**config.mk**
```make
export PLATFORM = sky130hd
export DESIGN_NAME = rtc_timekeeping_core
export DESIGN_NICKNAME = d
export VERILOG_FILES = /design/src/core/rtc_timekeeping_core.v /design/src/core/rtc_field_inc.v
export VERILOG_INCLUDE_DIRS = /design/src /design/src/core
export SDC_FILE = /design/constraint.sdc
export NUM_CORES = 1
export LEC_CHECK = 0
export BUFFER_PORTS_ARGS = -buffer_cell sky130_fd_sc_hd__buf_2
export CORE_MARGIN = 1
export CORE_UTILIZATION = 55
export DETAILED_ROUTE_END_ITERATION = 12
export GPL_ROUTABILITY_DRIVEN = 0
export PLACE_DENSITY = 0.8
export SETUP_SLACK_MARGIN = 0.3
export SLEW_MARGIN = 20
export SYNTH_ARGS = -nofsm -noshare
export SYNTH_HDL_FRONTEND = slang
export SYNTH_SLANG_ARGS = --single-unit
```
**constraint.sdc**
```tcl
create_clock -name MCLK -period 5.35 [get_ports MCLK]
set_input_delay 1.3375 -clock MCLK [delete_from_list [all_inputs] [get_ports MCLK]]
set_output_delay 1.3375 -clock MCLK [all_outputs]
set_load 0.005 [all_outputs]
```
**src/core/rtc_core_regs.vh**
```
// Constants for the timekeeping core: offsets, fields, counts.
// Assumes an 8-bit I/O bus with a 16-bit address.
// What this block does
// - Count from 32 kHz crystal or 50/60 Hz line input, divider per source.
// - Any write to the clock control register resets the divider.
// - After power-down reset counts are undefined and alarms disabled.
// - Clearing the unlock bit resets then enables the divider.
// - Unlock bit 1: counting stops, counts are read/write.
// - Unlock bit 0: counting runs, count writes are ignored.
// - System reset leaves the clock locked and counting.
// - Count registers keep their values across system reset.
// - Decimal enable 0 gives binary, 1 gives packed BCD.
// - Seconds: BCD tens 0-5 ones 0-9, binary up to 3Bh.
// - Minutes: BCD tens 0-5, ones 0-9.
// - Hours 24-hour: BCD tens 0-2, binary up to 17h.
// - Weekday 1-7 in low nibble, 0000 reserved, upper bits read zero.
// - Month day from 01h: BCD tens 0-3, binary up to 1Fh.
// - Registers sit in I/O space on the address and data bus.
// - 24-hour time; month day wraps after 31 in every month, no leap-year correction.
// - Reading clock control clears the alarm flag and its interrupt.
`ifndef RTC_CORE_REGS_VH
`define RTC_CORE_REGS_VH
// ==========================================================
// Offsets
`define S_COUNT_ADDR     16'h00E0
`define M_COUNT_ADDR     16'h00E1
`define HOUR_COUNT_ADDR  16'h00E2
`define WEEKDAY_ADDR     16'h00E3
`define MONTHDAY_ADDR    16'h00E4
`define CLK_CTRL_ADDR    16'h00ED
// ==========================================================
// Clock control fields
`define CTRL_UNLOCK_BIT  0
`define CTRL_SRC_BIT     4
`define CTRL_LINE60_BIT  3
`define CTRL_DEC_BIT     2
`define CTRL_ALARM_BIT   7
`define CTRL_RESET       8'h00
// ==========================================================
// Divider counts
`define XTAL_DIV         32768
`define LINE50_DIV       50
`define LINE60_DIV       60
`endif

```
**src/core/rtc_timekeeping_core.v**
```verilog
// Timekeeping core: source divider, lock, five count registers.
// Assumes a synchronous 8-bit I/O bus; source pin is asynchronous.
`timescale 1ns/1ps
`default_nettype none
`include "rtc_core_regs.vh"
module rtc_timekeeping_core #(
  parameter XTAL_DIV = `XTAL_DIV
) (
  input  wire        MCLK,
  input  wire        ARST_N,
  input  wire        OSC_OUTPUT_PIN,
  input  wire        IO_SEL,
  input  wire        IO_WR,
  input  wire        IO_RD,
  input  wire [15:0] IO_ADDR,
  input  wire [7:0]  IO_WDATA,
  output reg  [7:0]  IO_RDATA,
  output reg         ALARM_CLEAR
);
  // ========================================================
  // Registers
  reg  [7:0]  s_count_reg;
  reg  [7:0]  m_count_reg;
  reg  [7:0]  hour_count_reg;
  reg  [3:0]  weekday_count_reg;
  reg  [7:0]  monthday_count_reg;
  reg         unlock_q;
  reg         src_line_q;
  reg         line60_q;
  reg         dec_en_q;
  reg  [2:0]  pin_sync_q;
  reg         pin_seen_q;
  reg  [15:0] div_q;
  reg         tick_q;
  wire        wr_go  = IO_SEL & IO_WR;
  wire        rd_go  = IO_SEL & IO_RD;
  wire        ctl_wr = wr_go && IO_ADDR == `CLK_CTRL_ADDR;
  wire        cnt_wr = wr_go & unlock_q;
  // ========================================================
  // Source edge detect: three stages, rising edge counts when 2 and 3 agree
  always @(posedge MCLK or negedge ARST_N) begin
    if (!ARST_N) begin
      pin_sync_q <= 3'h0;
      pin_seen_q <= 1'b0;
    end else begin
      pin_sync_q <= {pin_sync_q[1:0], OSC_OUTPUT_PIN};
      if (pin_sync_q[1] == pin_sync_q[2]) begin
        pin_seen_q <= pin_sync_q[2];
      end
    end
  end
  wire src_edge = (pin_sync_q[1] == pin_sync_q[2]) &
                  pin_sync_q[2] & ~pin_seen_q;
  // ========================================================
  // Divider, matched to the source
  wire [15:0] div_top = !src_line_q ? XTAL_DIV[15:0] - 16'h0001 :
                        line60_q ? 16'h003B : 16'h0031;
  always @(posedge MCLK or negedge ARST_N) begin
    if (!ARST_N) begin
      div_q  <= 16'h0000;
      tick_q <= 1'b0;
    end else begin
      tick_q <= 1'b0;
      if (ctl_wr || unlock_q) begin
        div_q <= 16'h0000;
      end else if (src_edge) begin
        if (div_q >= div_top) begin
          div_q  <= 16'h0000;
          tick_q <= 1'b1;
        end else begin
          div_q <= div_q + 16'h0001;
        end
      end
    end
  end
  // ========================================================
  // Field limits per format
  wire [7:0] s_max   = dec_en_q ? 8'h59 : 8'h3B;
  wire [7:0] h_max   = dec_en_q ? 8'h23 : 8'h17;
  wire [7:0] dom_max = dec_en_q ? 8'h31 : 8'h1F;
  wire [7:0] s_nxt, m_nxt, h_nxt, w_nxt, d_nxt;
  wire       s_wr, m_wr, h_wr, w_wr, d_wr;
  rtc_field_inc u_sec (.cur(s_count_reg), .dec_en(dec_en_q),
    .min_val(8'h00), .max_val(s_max), .nxt(s_nxt), .wrap(s_wr));
  rtc_field_inc u_min (.cur(m_count_reg), .dec_en(dec_en_q),
    .min_val(8'h00), .max_val(s_max), .nxt(m_nxt), .wrap(m_wr));
  rtc_field_inc u_hr (.cur(hour_count_reg), .dec_en(dec_en_q),
    .min_val(8'h00), .max_val(h_max), .nxt(h_nxt), .wrap(h_wr));
  rtc_field_inc u_wd (.cur({4'h0, weekday_count_reg}), .dec_en(dec_en_q),
    .min_val(8'h01), .max_val(8'h07), .nxt(w_nxt), .wrap(w_wr));
  rtc_field_inc u_md (.cur(monthday_count_reg), .dec_en(dec_en_q),
    .min_val(8'h01), .max_val(dom_max), .nxt(d_nxt), .wrap(d_wr));
  // ========================================================
  // Counts: no reset, so they survive system reset
  // Month length needs month and year, kept outside this core
  always @(posedge MCLK) begin
    if (cnt_wr) begin
      if (IO_ADDR == `S_COUNT_ADDR)    s_count_reg        <= IO_WDATA;
      if (IO_ADDR == `M_COUNT_ADDR)    m_count_reg        <= IO_WDATA;
      if (IO_ADDR == `HOUR_COUNT_ADDR) hour_count_reg     <= IO_WDATA;
      if (IO_ADDR == `WEEKDAY_ADDR)    weekday_count_reg  <= IO_WDATA[3:0];
      if (IO_ADDR == `MONTHDAY_ADDR)   monthday_count_reg <= IO_WDATA;
    end else if (tick_q && !unlock_q) begin
      s_count_reg <= s_nxt;
      if (s_wr) m_count_reg <= m_nxt;
      if (s_wr && m_wr) hour_count_reg <= h_nxt;
      if (s_wr && m_wr && h_wr) begin
        weekday_count_reg  <= w_nxt[3:0];
        monthday_count_reg <= d_nxt;
      end
    end
  end
  // ========================================================
  // Clock control; reset leaves it locked and counting
  always @(posedge MCLK or negedge ARST_N) begin
    if (!ARST_N) begin
      unlock_q   <= 1'b0;
      src_line_q <= 1'b0;
      line60_q   <= 1'b0;
      dec_en_q   <= 1'b0;
    end else if (ctl_wr) begin
      unlock_q   <= IO_WDATA[`CTRL_UNLOCK_BIT];
      src_line_q <= IO_WDATA[`CTRL_SRC_BIT];
      line60_q   <= IO_WDATA[`CTRL_LINE60_BIT];
      dec_en_q   <= IO_WDATA[`CTRL_DEC_BIT];
    end
  end
  // ========================================================
  // Read side
  reg [7:0] rd_d;
  always @* begin
    case (IO_ADDR)
      `S_COUNT_ADDR:    rd_d = s_count_reg;
      `M_COUNT_ADDR:    rd_d = m_count_reg;
      `HOUR_COUNT_ADDR: rd_d = hour_count_reg;
      `WEEKDAY_ADDR:    rd_d = {4'h0, weekday_count_reg};
      `MONTHDAY_ADDR:   rd_d = monthday_count_reg;
      `CLK_CTRL_ADDR:   rd_d = {3'h0, src_line_q, line60_q, dec_en_q,
                                1'b0, unlock_q};
      default:          rd_d = 8'h00;
    endcase
  end
  always @(posedge MCLK or negedge ARST_N) begin
    if (!ARST_N) begin
      IO_RDATA    <= 8'h00;
      ALARM_CLEAR <= 1'b0;
    end else begin
      IO_RDATA    <= rd_go ? rd_d : 8'h00;
      ALARM_CLEAR <= rd_go && IO_ADDR == `CLK_CTRL_ADDR;
    end
  end
endmodule // rtc_timekeeping_core
`default_nettype wire

```
**src/core/rtc_field_inc.v**
```verilog
// One counted field with binary and BCD wrap.
// Assumes min and max given in the active format.
`timescale 1ns/1ps
`default_nettype none
module rtc_field_inc (
  input  wire [7:0] cur,
  input  wire       dec_en,
  input  wire [7:0] min_val,
  input  wire [7:0] max_val,
  output reg  [7:0] nxt,
  output reg        wrap
);
  always @* begin
    wrap = (cur == max_val);
    if (wrap) begin
      nxt = min_val;
    end else if (dec_en && cur[3:0] == 4'h9) begin
      nxt = {cur[7:4] + 4'h1, 4'h0};
    end else begin
      nxt = cur + 8'h01;
    end
  end
endmodule // rtc_field_inc
`default_nettype wire

```
## Yosys cells after proc, flatten, opt, wreduce, memory -nomap -nowiden

Cells that the tools add are included.

- Reduce and logical (&&, ||, !) cells: 22
- Muxes and demuxes: 42
- $lt $le $gt $ge: 1
- $add $sub $neg: 10
- Equal/unequal tests: 22
- Bitwise logic cells: 6

Operators with widths:

| cell | count |
|---|---|
| $mux 8 | 24 |
| $eq 16x8->1 const B | 6 |
| $mux 16 | 3 |
| $pmux 8 s6 | 1 |
| $add 8x1->8 const B | 4 |
| $mux 4 | 7 |
| $add 4x1->4 const B | 5 |
| $eq 4x4->1 const B | 5 |
| $add 16x1->16 const B | 1 |
| $eq 8x6->1 | 2 |
| $eq 8x7->1 | 2 |
| $ge 16x15->1 | 1 |
| $mux 15 | 1 |
| $mux 6 | 2 |
| $reduce_and 3->1 | 4 |
| $logic_and 1x1->1 | 10 |
| $ne 2x1->1 const B | 5 |
| $reduce_bool 2->1 | 5 |
| $mux 7 | 1 |
| $and 1x1->1 | 5 |
| $eq 4x3->1 const B | 1 |
| $mux 1 | 3 |
| $reduce_and 2->1 | 1 |
| $eq 1x1->1 | 1 |
| 3 further kinds | 3 |

- Register bits after elaboration: 70
- Logic and storage cells: 118

## Depth between registers and ports, before layout

Gate-level depths: netlist of run 1.

- Depth after elaboration: 7
- Depth in mapped cells: 8
- Depth with buffers taken out: 8

## Hierarchy

A second synthesis of run 1 with hierarchy kept.

- Cell total of the unflattened synthesis: 628
- Area, all modules: 5806.8 µm²

Modules (own cells, without submodules):

| module | cells each | instances | sequential area each (µm²) | area each (µm²) |
|---|---|---|---|---|
| rtc_timekeeping_core | 378 | 1 | 1931.9 | 3704.8 |
| rtc_field_inc | 50 | 5 | 0.0 | 420.4 |

## Worst setup path before layout of run 1

OpenSTA, ideal clock, no wires.

- Kind: input to register
- From: input port IO_ADDR[4]
- To: register hour_count_reg[0], enable pin
- Cell stages on the path: 7
- Path buffers: 1
- Arrival: 3.145 ns
- Data required time: 4.975 ns
- Setup slack: 1.830 ns
- Cells stage by stage: or4bb_1 -> nor3_2 -> and3_1 -> buf_2 -> and2b_1 -> nand2_1 -> a21boi_1

- Word-level cells in the longest chain between the ends: 3

Ends and longest elaborated chain:

| item | line | text |
|---|---|---|
| start, declared | rtc_timekeeping_core.v:15 | `input wire [15:0] IO_ADDR,` |
| $eq 16x8->1 | -- |  |
| $ne 2x1->1 (no source line) | -- |  |
| $reduce_and 3->1 (no source line) | -- |  |
| end signal, assigned | rtc_timekeeping_core.v:106 | `if (s_wr && m_wr) hour_count_reg <= h_nxt;` |
| end, declared | rtc_timekeeping_core.v:24 | `reg [7:0] hour_count_reg;` |

No other way between the ends.
A chain may end at the register's enable or synchronous reset.

## Final worst setup path of run 1

- From: input port IO_ADDR[4]
- To: register hour_count_reg[7], enable pin

The elaborated chain is that of the path after synthesis.

==> results of run 1 <==
[synth_stat cells (3+ instances only)]
| cell | count |
|---|---|
| nor2_1 | 31 |
| a22o_1 | 4 |
| clkbuf_1 | 6 |
| and2_1 | 3 |
| dfrtp_1 | 34 |
| a21oi_1 | 24 |
| buf_2 | 5 |
| xor2_1 | 19 |
| edfxtp_1 | 36 |
| mux2_2 | 8 |
| or2_2 | 4 |
| xnor2_1 | 14 |
| ha_1 | 28 |
| nand2_1 | 38 |
| and4_1 | 3 |
| and3_1 | 9 |
| o21ai_0 | 42 |
| nand4_1 | 5 |
| nor3_1 | 10 |
| a222oi_1 | 4 |
| inv_1 | 9 |
| a31oi_1 | 4 |
| nand3_1 | 18 |
| nor2b_1 | 10 |
| a22oi_1 | 11 |
| nor4b_1 | 4 |
[worst max-delay path by stage]
stage                         to  slack [ns]  cells after the start
3_3_place_gp   hour_count_reg[1]        1.49                      7
2_1_floorplan  hour_count_reg[0]        1.83                      7
6_report       hour_count_reg[7]        1.72                      7
5_1_grt        hour_count_reg[6]        1.56                      7
3_5_place_dp   hour_count_reg[7]        1.38                      7
4_1_cts        hour_count_reg[7]        1.74                      7
[cells in the final DEF (no fill, tap or decap), drive strengths merged, types with 6 or more instances in the layout]
| master | Yosys | final |
|---|---|---|
| buf | 6 | 38 |
| edfxtp | 36 | 36 |
| xnor2 | 14 | 14 |
| a21oi | 24 | 24 |
| xor2 | 19 | 19 |
| o21ai | 43 | 43 |
| inv | 9 | 9 |
| nor4b | 6 | 6 |
| and3 | 11 | 11 |
| nor2 | 32 | 32 |
| dfrtp | 34 | 34 |
| nand2 | 38 | 38 |
| nor3 | 12 | 12 |
| mux2 | 8 | 8 |
| clkbuf | 6 | 11 |
| a22oi | 11 | 11 |
| nand3 | 19 | 19 |
| nor2b | 10 | 10 |
| ha | 28 | 28 |
[per-layer routing]
layer,part of all wire [%],wire length [um],vias to the layer above,global-route usage (%)
li1,-,-,1709,-
met1,44,4809,1816,38.53
met2,45,4876,185,41.73
met3,9.0,977,25,7.297
met4,2.2,243,0,9.375
met5,0,0,-,0
[power groups by stage]
| stage | registers (mW) | logic, mW | clock network (mW) |
|---|---|---|---|
| 6_report | 0.602 | 0.0735 | 0.368 |
| 3_3_place_gp | 0.612 | 0.0705 | 0 |
| 5_1_grt | 0.605 | 0.0840 | 0.397 |
| 4_1_cts | 0.602 | 0.0738 | 0.371 |
| 3_5_place_dp | 0.613 | 0.0737 | 0 |
| 2_1_floorplan | 0.607 | 0.0485 | 0 |
[area by class of cell]
| type | instances | area share (%) |
|---|---|---|
| tap | 102 | 2.643 |
| clock inverter | 5 | 0.5442 |
| timing repair buffer | 38 | 3.939 |
| clock buffer | 11 | 2.721 |
| sequential | 70 | 40.01 |
| multi-input combinational | 346 | 49.44 |
| inverter | 9 | 0.6997 |
[through the flow]
stage,utilization [%],hold slack [ns]
5_1_grt,62.16,0.3780
3_3_place_gp,60.13,0.3454
4_1_cts,62.16,0.3604
2_1_floorplan,-,0.3312
3_5_place_dp,60.13,0.3443
6_report,62.16,0.3563
[cells by family (layout without fill, tap and decap cells)]
| kind of cell | after synthesis | count (layout) | share of synthesized area [%] |
|---|---|---|---|
| simple gates | 165 | 165 | 21.29 |
| fa+ha+maj | 28 | 28 | 7.907 |
| flops | 70 | 70 | 43.60 |
| xor+xnor | 33 | 33 | 6.524 |
| mux | 8 | 8 | 2.033 |
| compound gates | 112 | 112 | 16.13 |
| buf+inv | 22 | 63 | 2.513 |
==> results.py, run 1 <==
metrics = {
    "worst_hold_path": {
        "worstHoldStart": "pin_sync_q[0]",
        "hold_depth": 0,
        "hold_class": "reg -> reg",
        "min_to": "pin_sync_q[1]",
    },
    "finish": {
        "final_cell_area_mm2": 0.004828,
        "drive_gt1_share_pct": 16.70,
        "multi_input_comb_area_mm2": 0.002387,
        "finalNonFillerCells": 581,
        "syn_to_final_growth_pct": 8.981,
        "largest_register_ffs": 16,
        "diodes": 0,
        "regMostFlops": "div_q",
        "layout.nets": 532,
        "fillers": 638,
        "regArea_mm2": 0.001932,
    },
    "floorplan": {
        "num_io_pins": 39,
        "dieArea_mm2": 0.008418,
        "core-area_mm2": 0.007767,
        "die_h_um": 91.75,
        "num_rows": 32,
        "initial_core_util_pct": 57.04,
        "die_w_um": 91.75,
    },
    "worst_setup_path": {
        "r2r_end": "hour_count_reg[7]",
        "cp-startpoint": "IO_ADDR[4]",
        "slowest_stage": "a21boi_1",
        "critical_path.cell_chain": "buf_2 > or4bb_1 > nor3_2 > and3_1 > and2b_1 > nand2_1 > a21boi_1",
        "path_class": "in -> reg",
        "reg2reg_depth": 5,
        "arrival_ns": 3.60,
        "max_stage_delay_ns": 0.66,
        "startpoint_type": "primary input",
        "path_buf_inv": 1,
        "cp_max_fo": 8,
        "end_kind": "register",
        "reg2reg_from": "dec_en_q",
        "crit_family": "simple AND/OR/NAND/NOR gates",
        "crit_required_ns": 5.33,
        "ff2ff_setup_slack_ns": 2.41,
    },
    "logic_synthesis": {
        "synthCells": 438,
        "ys_seq_area_share_pct": 43.60,
        "synth_edf_count": 36,
        "synth.distinct_cells": 66,
        "yosys_warnings": 0,
        "netlist_area_mm2": 0.004430,
        "postSynth.asyncResetShare_pct": 48.57,
        "synth.avg_cell_area_um2": 10.12,
        "yosys.area.top_type_share_pct": 24.40,
        "synth_largest_area_cell": "edfxtp_1",
        "synthTopCellsByArea": "edfxtp_1 24%, dfrtp_1 19%, ha_1 7.9%",
        "synth-seq-cells": 70,
        "synth_flop_cell": "edfxtp_1",
        "synth_nets": 496,
    },
    "cts": {
        "clockBufferDepth": 2,
        "cts_max_level": 3,
        "post-cts-setup-buffer-count": 0,
        "post_cts_resized": 0,
        "clkLatencyLatePin_ns": 0.36,
        "clkTransAtPathRegs_ns": 0.07,
        "cts_hold_buf": 0,
        "cts_sinks": 70,
        "tritoncts": "yes",
        "numCtsBuffers": 9,
        "clockRootBuffer": "clkbuf_8",
    },
    "route": {
        "wire_per_inst_um": 18.77,
        "routed_wl_um": 10910,
        "drt-initial-drc-count": 364,
        "via_count": 3735,
        "drc_errors": 0,
        "vias_per_cell": 6.429,
        "dr.pass1.iters": 6,
        "ant_nets": 0,
    },
    "timing": {
        "setup_ws_ns": 1.724,
        "fin_skew_ns": 0.01539,
        "finalSetupViolCount": 0,
        "fin_crit_sh_pct": 67.78,
        "final_max_slew_viol_count": 0,
        "fmax_mhz": 275.8,
        "tns_ns": 0,
        "worstMarginPinSlew_ns": 0.9694,
        "rsz0062_at_grt": "no",
        "min_period_ns": 3.626,
        "hold_violations": 0,
        "max-slew-margin-rel_pct": 34.53,
    },
    "grt": {
        "grt_max_degree": 35,
        "antenna_found_initial": 0,
        "grt_usage_pct": 27.59,
        "grt_pass1_vias": 3559,
        "grt_overflow": 0,
        "grt_pass1_wl_um": 17820,
    },
    "pwr": {
        "p_int_mw": 0.7802,
        "ir_worst_vdd_mv": 0.1094,
        "p_seq_share_pct": 57.7,
        "leakage_nw": 2.031,
        "sw_frac_of_total_pct": 25.24,
        "clock_power_share_pct": 35.3,
        "p_switching_mw": 0.2635,
        "p_comb_share_pct": 7.0,
        "power.density_mw_per_mm2": 216.2,
        "total_power_mw": 1.044,
    },
    "placement": {
        "placed_area_mm2": 0.004671,
        "dp.cells": 565,
        "port_buffers": 38,
        "post-dp-hpwl_um": 7755,
        "pre_cts_ws_ns": 1.382,
    },
    "status": {
        "status": "finished clean",
    },
    "job": {
        "maxCapViolCount": 0,
    },
}
(Power assumes the default switching activity.)
==> inputs of run 2 (changes only) <==
--- a/config.mk
+++ b/config.mk
@@ -6,12 +6,13 @@
 export SDC_FILE = /design/constraint.sdc
 export NUM_CORES = 1
 export LEC_CHECK = 0
+export ABC_AREA = 1
 export BUFFER_PORTS_ARGS = -buffer_cell sky130_fd_sc_hd__buf_2
 export CORE_MARGIN = 1
 export CORE_UTILIZATION = 55
 export DETAILED_ROUTE_END_ITERATION = 12
 export GPL_ROUTABILITY_DRIVEN = 0
-export PLACE_DENSITY = 0.8
+export PLACE_DENSITY = 0.83
 export SETUP_SLACK_MARGIN = 0.3
 export SLEW_MARGIN = 20
 export SYNTH_ARGS = -nofsm -noshare
==> constraint.sdc (replaced) <==
create_clock -name MCLK -period 2.95 [get_ports MCLK]
set_input_delay 0.7375 -clock MCLK [delete_from_list [all_inputs] [get_ports MCLK]]
set_output_delay 0.7375 -clock MCLK [all_outputs]
set_load 0.005 [all_outputs]
==> results.py, run 2 <==
metrics = {
    "finish": {
        "finalNonFillerCells": 767,
        "fillers": 688,
        "layout.nets": 715,
        "regMostFlops": "div_q",
        "syn_to_final_growth_pct": 10.05,
        "diodes": 0,
        "mostFrequentLayoutCells": "132 x nand2_1, 79 x nand3_1, 71 x inv_1",
        "final_cell_area_mm2": 0.005315,
        "post-route-util_pct": 63.73,
        "largest_register_ffs": 16,
        "drive_gt1_share_pct": 13.14,
        "final_common_cell": "nand2_1",
    },
    "cts": {
        "tritoncts": "yes",
        "post-cts-setup-buffer-count": 0,
        "cts_hold_buf": 0,
        "clkLatencyLatePin_ns": 0.36,
        "clockBufferDepth": 2,
        "numCtsBuffers": 9,
        "cts_sinks": 70,
        "clkTransAtPathRegs_ns": 0.08,
        "clockRootBuffer": "clkbuf_8",
        "post_cts_resized": 0,
        "cts_max_level": 3,
    },
    "timing": {
        "min_period_ns": 2.337,
        "max-slew-margin-rel_pct": 46.41,
        "fin_skew_ns": 0.01814,
        "fmax_mhz": 427.9,
        "rsz0062_at_grt": "no",
        "hold_ws_ns": 0.3503,
        "tns_ns": 0,
        "final_max_slew_viol_count": 0,
        "fin_crit_sh_pct": 79.22,
        "worstMarginPinSlew_ns": 0.8039,
        "hold_violations": 0,
        "setup_ws_ns": 0.6131,
        "finalSetupViolCount": 0,
    },
    "floorplan": {
        "dieArea_mm2": 0.009159,
        "die_w_um": 95.71,
        "num_rows": 33,
        "initial_core_util_pct": 57.91,
        "core-area_mm2": 0.008341,
        "num_io_pins": 39,
        "die_h_um": 95.71,
    },
    "logic_synthesis": {
        "yosys_warnings": 0,
        "synth_edf_count": 36,
        "synth_largest_area_cell": "edfxtp_1",
        "synth.distinct_cells": 39,
        "postSynth.asyncResetShare_pct": 48.57,
        "synth-seq-cells": 70,
        "synth_common_cells": "132 x nand2_1, 79 x nand3_1, 71 x inv_1, 64 x nor2_1, 39 x o21ai_0",
        "synth_flop_cell": "edfxtp_1",
        "yosysMostFrequentCell": "nand2_1",
        "yosys.area.top_type_share_pct": 22.38,
        "ys_seq_area_share_pct": 40.00,
        "synthTopCellsByArea": "edfxtp_1 22%, dfrtp_1 18%, nand2_1 10%",
        "synthCells": 613,
        "synth_nets": 671,
        "netlist_area_mm2": 0.004830,
        "synth.avg_cell_area_um2": 7.879,
    },
    "grt": {
        "antenna_found_initial": 0,
        "grt_overflow": 0,
        "grt_pass1_vias": 4131,
        "grt_usage_pct": 28.57,
        "grt_max_degree": 35,
        "grt_pass1_wl_um": 19710,
    },
    "placement": {
        "port_buffers": 38,
        "pre_cts_ws_ns": 0.4969,
        "post-dp-hpwl_um": 9182,
        "placed_area_mm2": 0.005121,
        "dp.cells": 751,
    },
    "route": {
        "routed_wl_um": 12330,
        "via_count": 4513,
        "vias_per_cell": 5.884,
        "drt-initial-drc-count": 436,
        "wire_per_inst_um": 16.08,
        "dr.pass1.iters": 8,
        "ant_nets": 0,
        "drc_errors": 0,
    },
    "pwr": {
        "total_power_mw": 1.992,
        "leakage_nw": 2.621,
        "ir_worst_vdd_mv": 0.2452,
        "power.density_mw_per_mm2": 374.8,
    },
    "status": {
        "status": "finished clean",
    },
    "worst_setup_path": {
        "crit_required_ns": 3.24,
        "cp_max_fo": 13,
        "ff2ff_setup_slack_ns": 0.61,
        "arrival_ns": 2.63,
        "startpoint_type": "register",
        "path_class": "reg -> reg",
        "end_kind": "register",
        "reg2reg_depth": 11,
    },
    "job": {
        "maxCapViolCount": 0,
    },
    "worst_hold_path": {
        "hold_depth": 0,
        "hold_class": "reg -> reg",
    },
}
[run 2: layout make-up]
cell class	instances	area (um^2)	area share (%)
Multi-Input combinational cell	455	2530	47.60
Sequential cell	70	1932	36.35
Inverter	76	285.3	5.367
Timing Repair Buffer	45	242.7	4.567
Clock buffer	12	166.4	3.131
Tap cell	105	131.4	2.472
Clock inverter	4	27.53	0.5179
[run 2: worst paths after layout]
kind / from / end
max in group asynchronous: ARST_N / div_q[1]
worst max-delay path: src_line_q / div_q[4]
min in group asynchronous: ARST_N / div_q[9]
worst min register to register: pin_sync_q[0] / pin_sync_q[1]
worst min-delay path: pin_sync_q[0] / pin_sync_q[1]
worst max register to register: src_line_q / div_q[4]
[run 2: worst max-delay path, cell delays in order, from the launching register on]
cell	delay, ns
dfrtp_1	0.69
inv_1	0.08
nor2_1	0.16
ha_1	0.27
a21oi_1	0.14
nand2_1	0.07
nand2_1	0.05
nand2_1	0.07
a21oi_2	0.33
buf_4	0.24
nand4_1	0.09
nand2_1	0.08
[run 2: cell families after synthesis]
logic type                 synth area share (%)
and+or+nand+nor                           31.94
buffers and inverters                     7.616
DFF                                       40.00
AOI/OAI and AO/OA                         7.358
adders and majority gates                 7.254
xor gates and xnor gates                  4.896
muxes                                    0.9326
[run 2: report_power, final]
group / total, mW / switching [mW] / internal (mW) / leakage, nW
combinational: 0.143 / 0.0875 / 0.0551 / 1.73
clock: 0.767 / 0.385 / 0.382 / 0.102
sequential: 1.08 / 0.0385 / 1.04 / 0.785
[run 2: routing by layer]
metal / share of wire, % / up-vias / global-route usage, %
met5: 0 / - / 0
met4: 2.5 / 0 / 11.94
met3: 9.4 / 34 / 7.030
met2: 44 / 226 / 43.69
met1: 44 / 2100 / 38.71
li1: - / 2153 / -
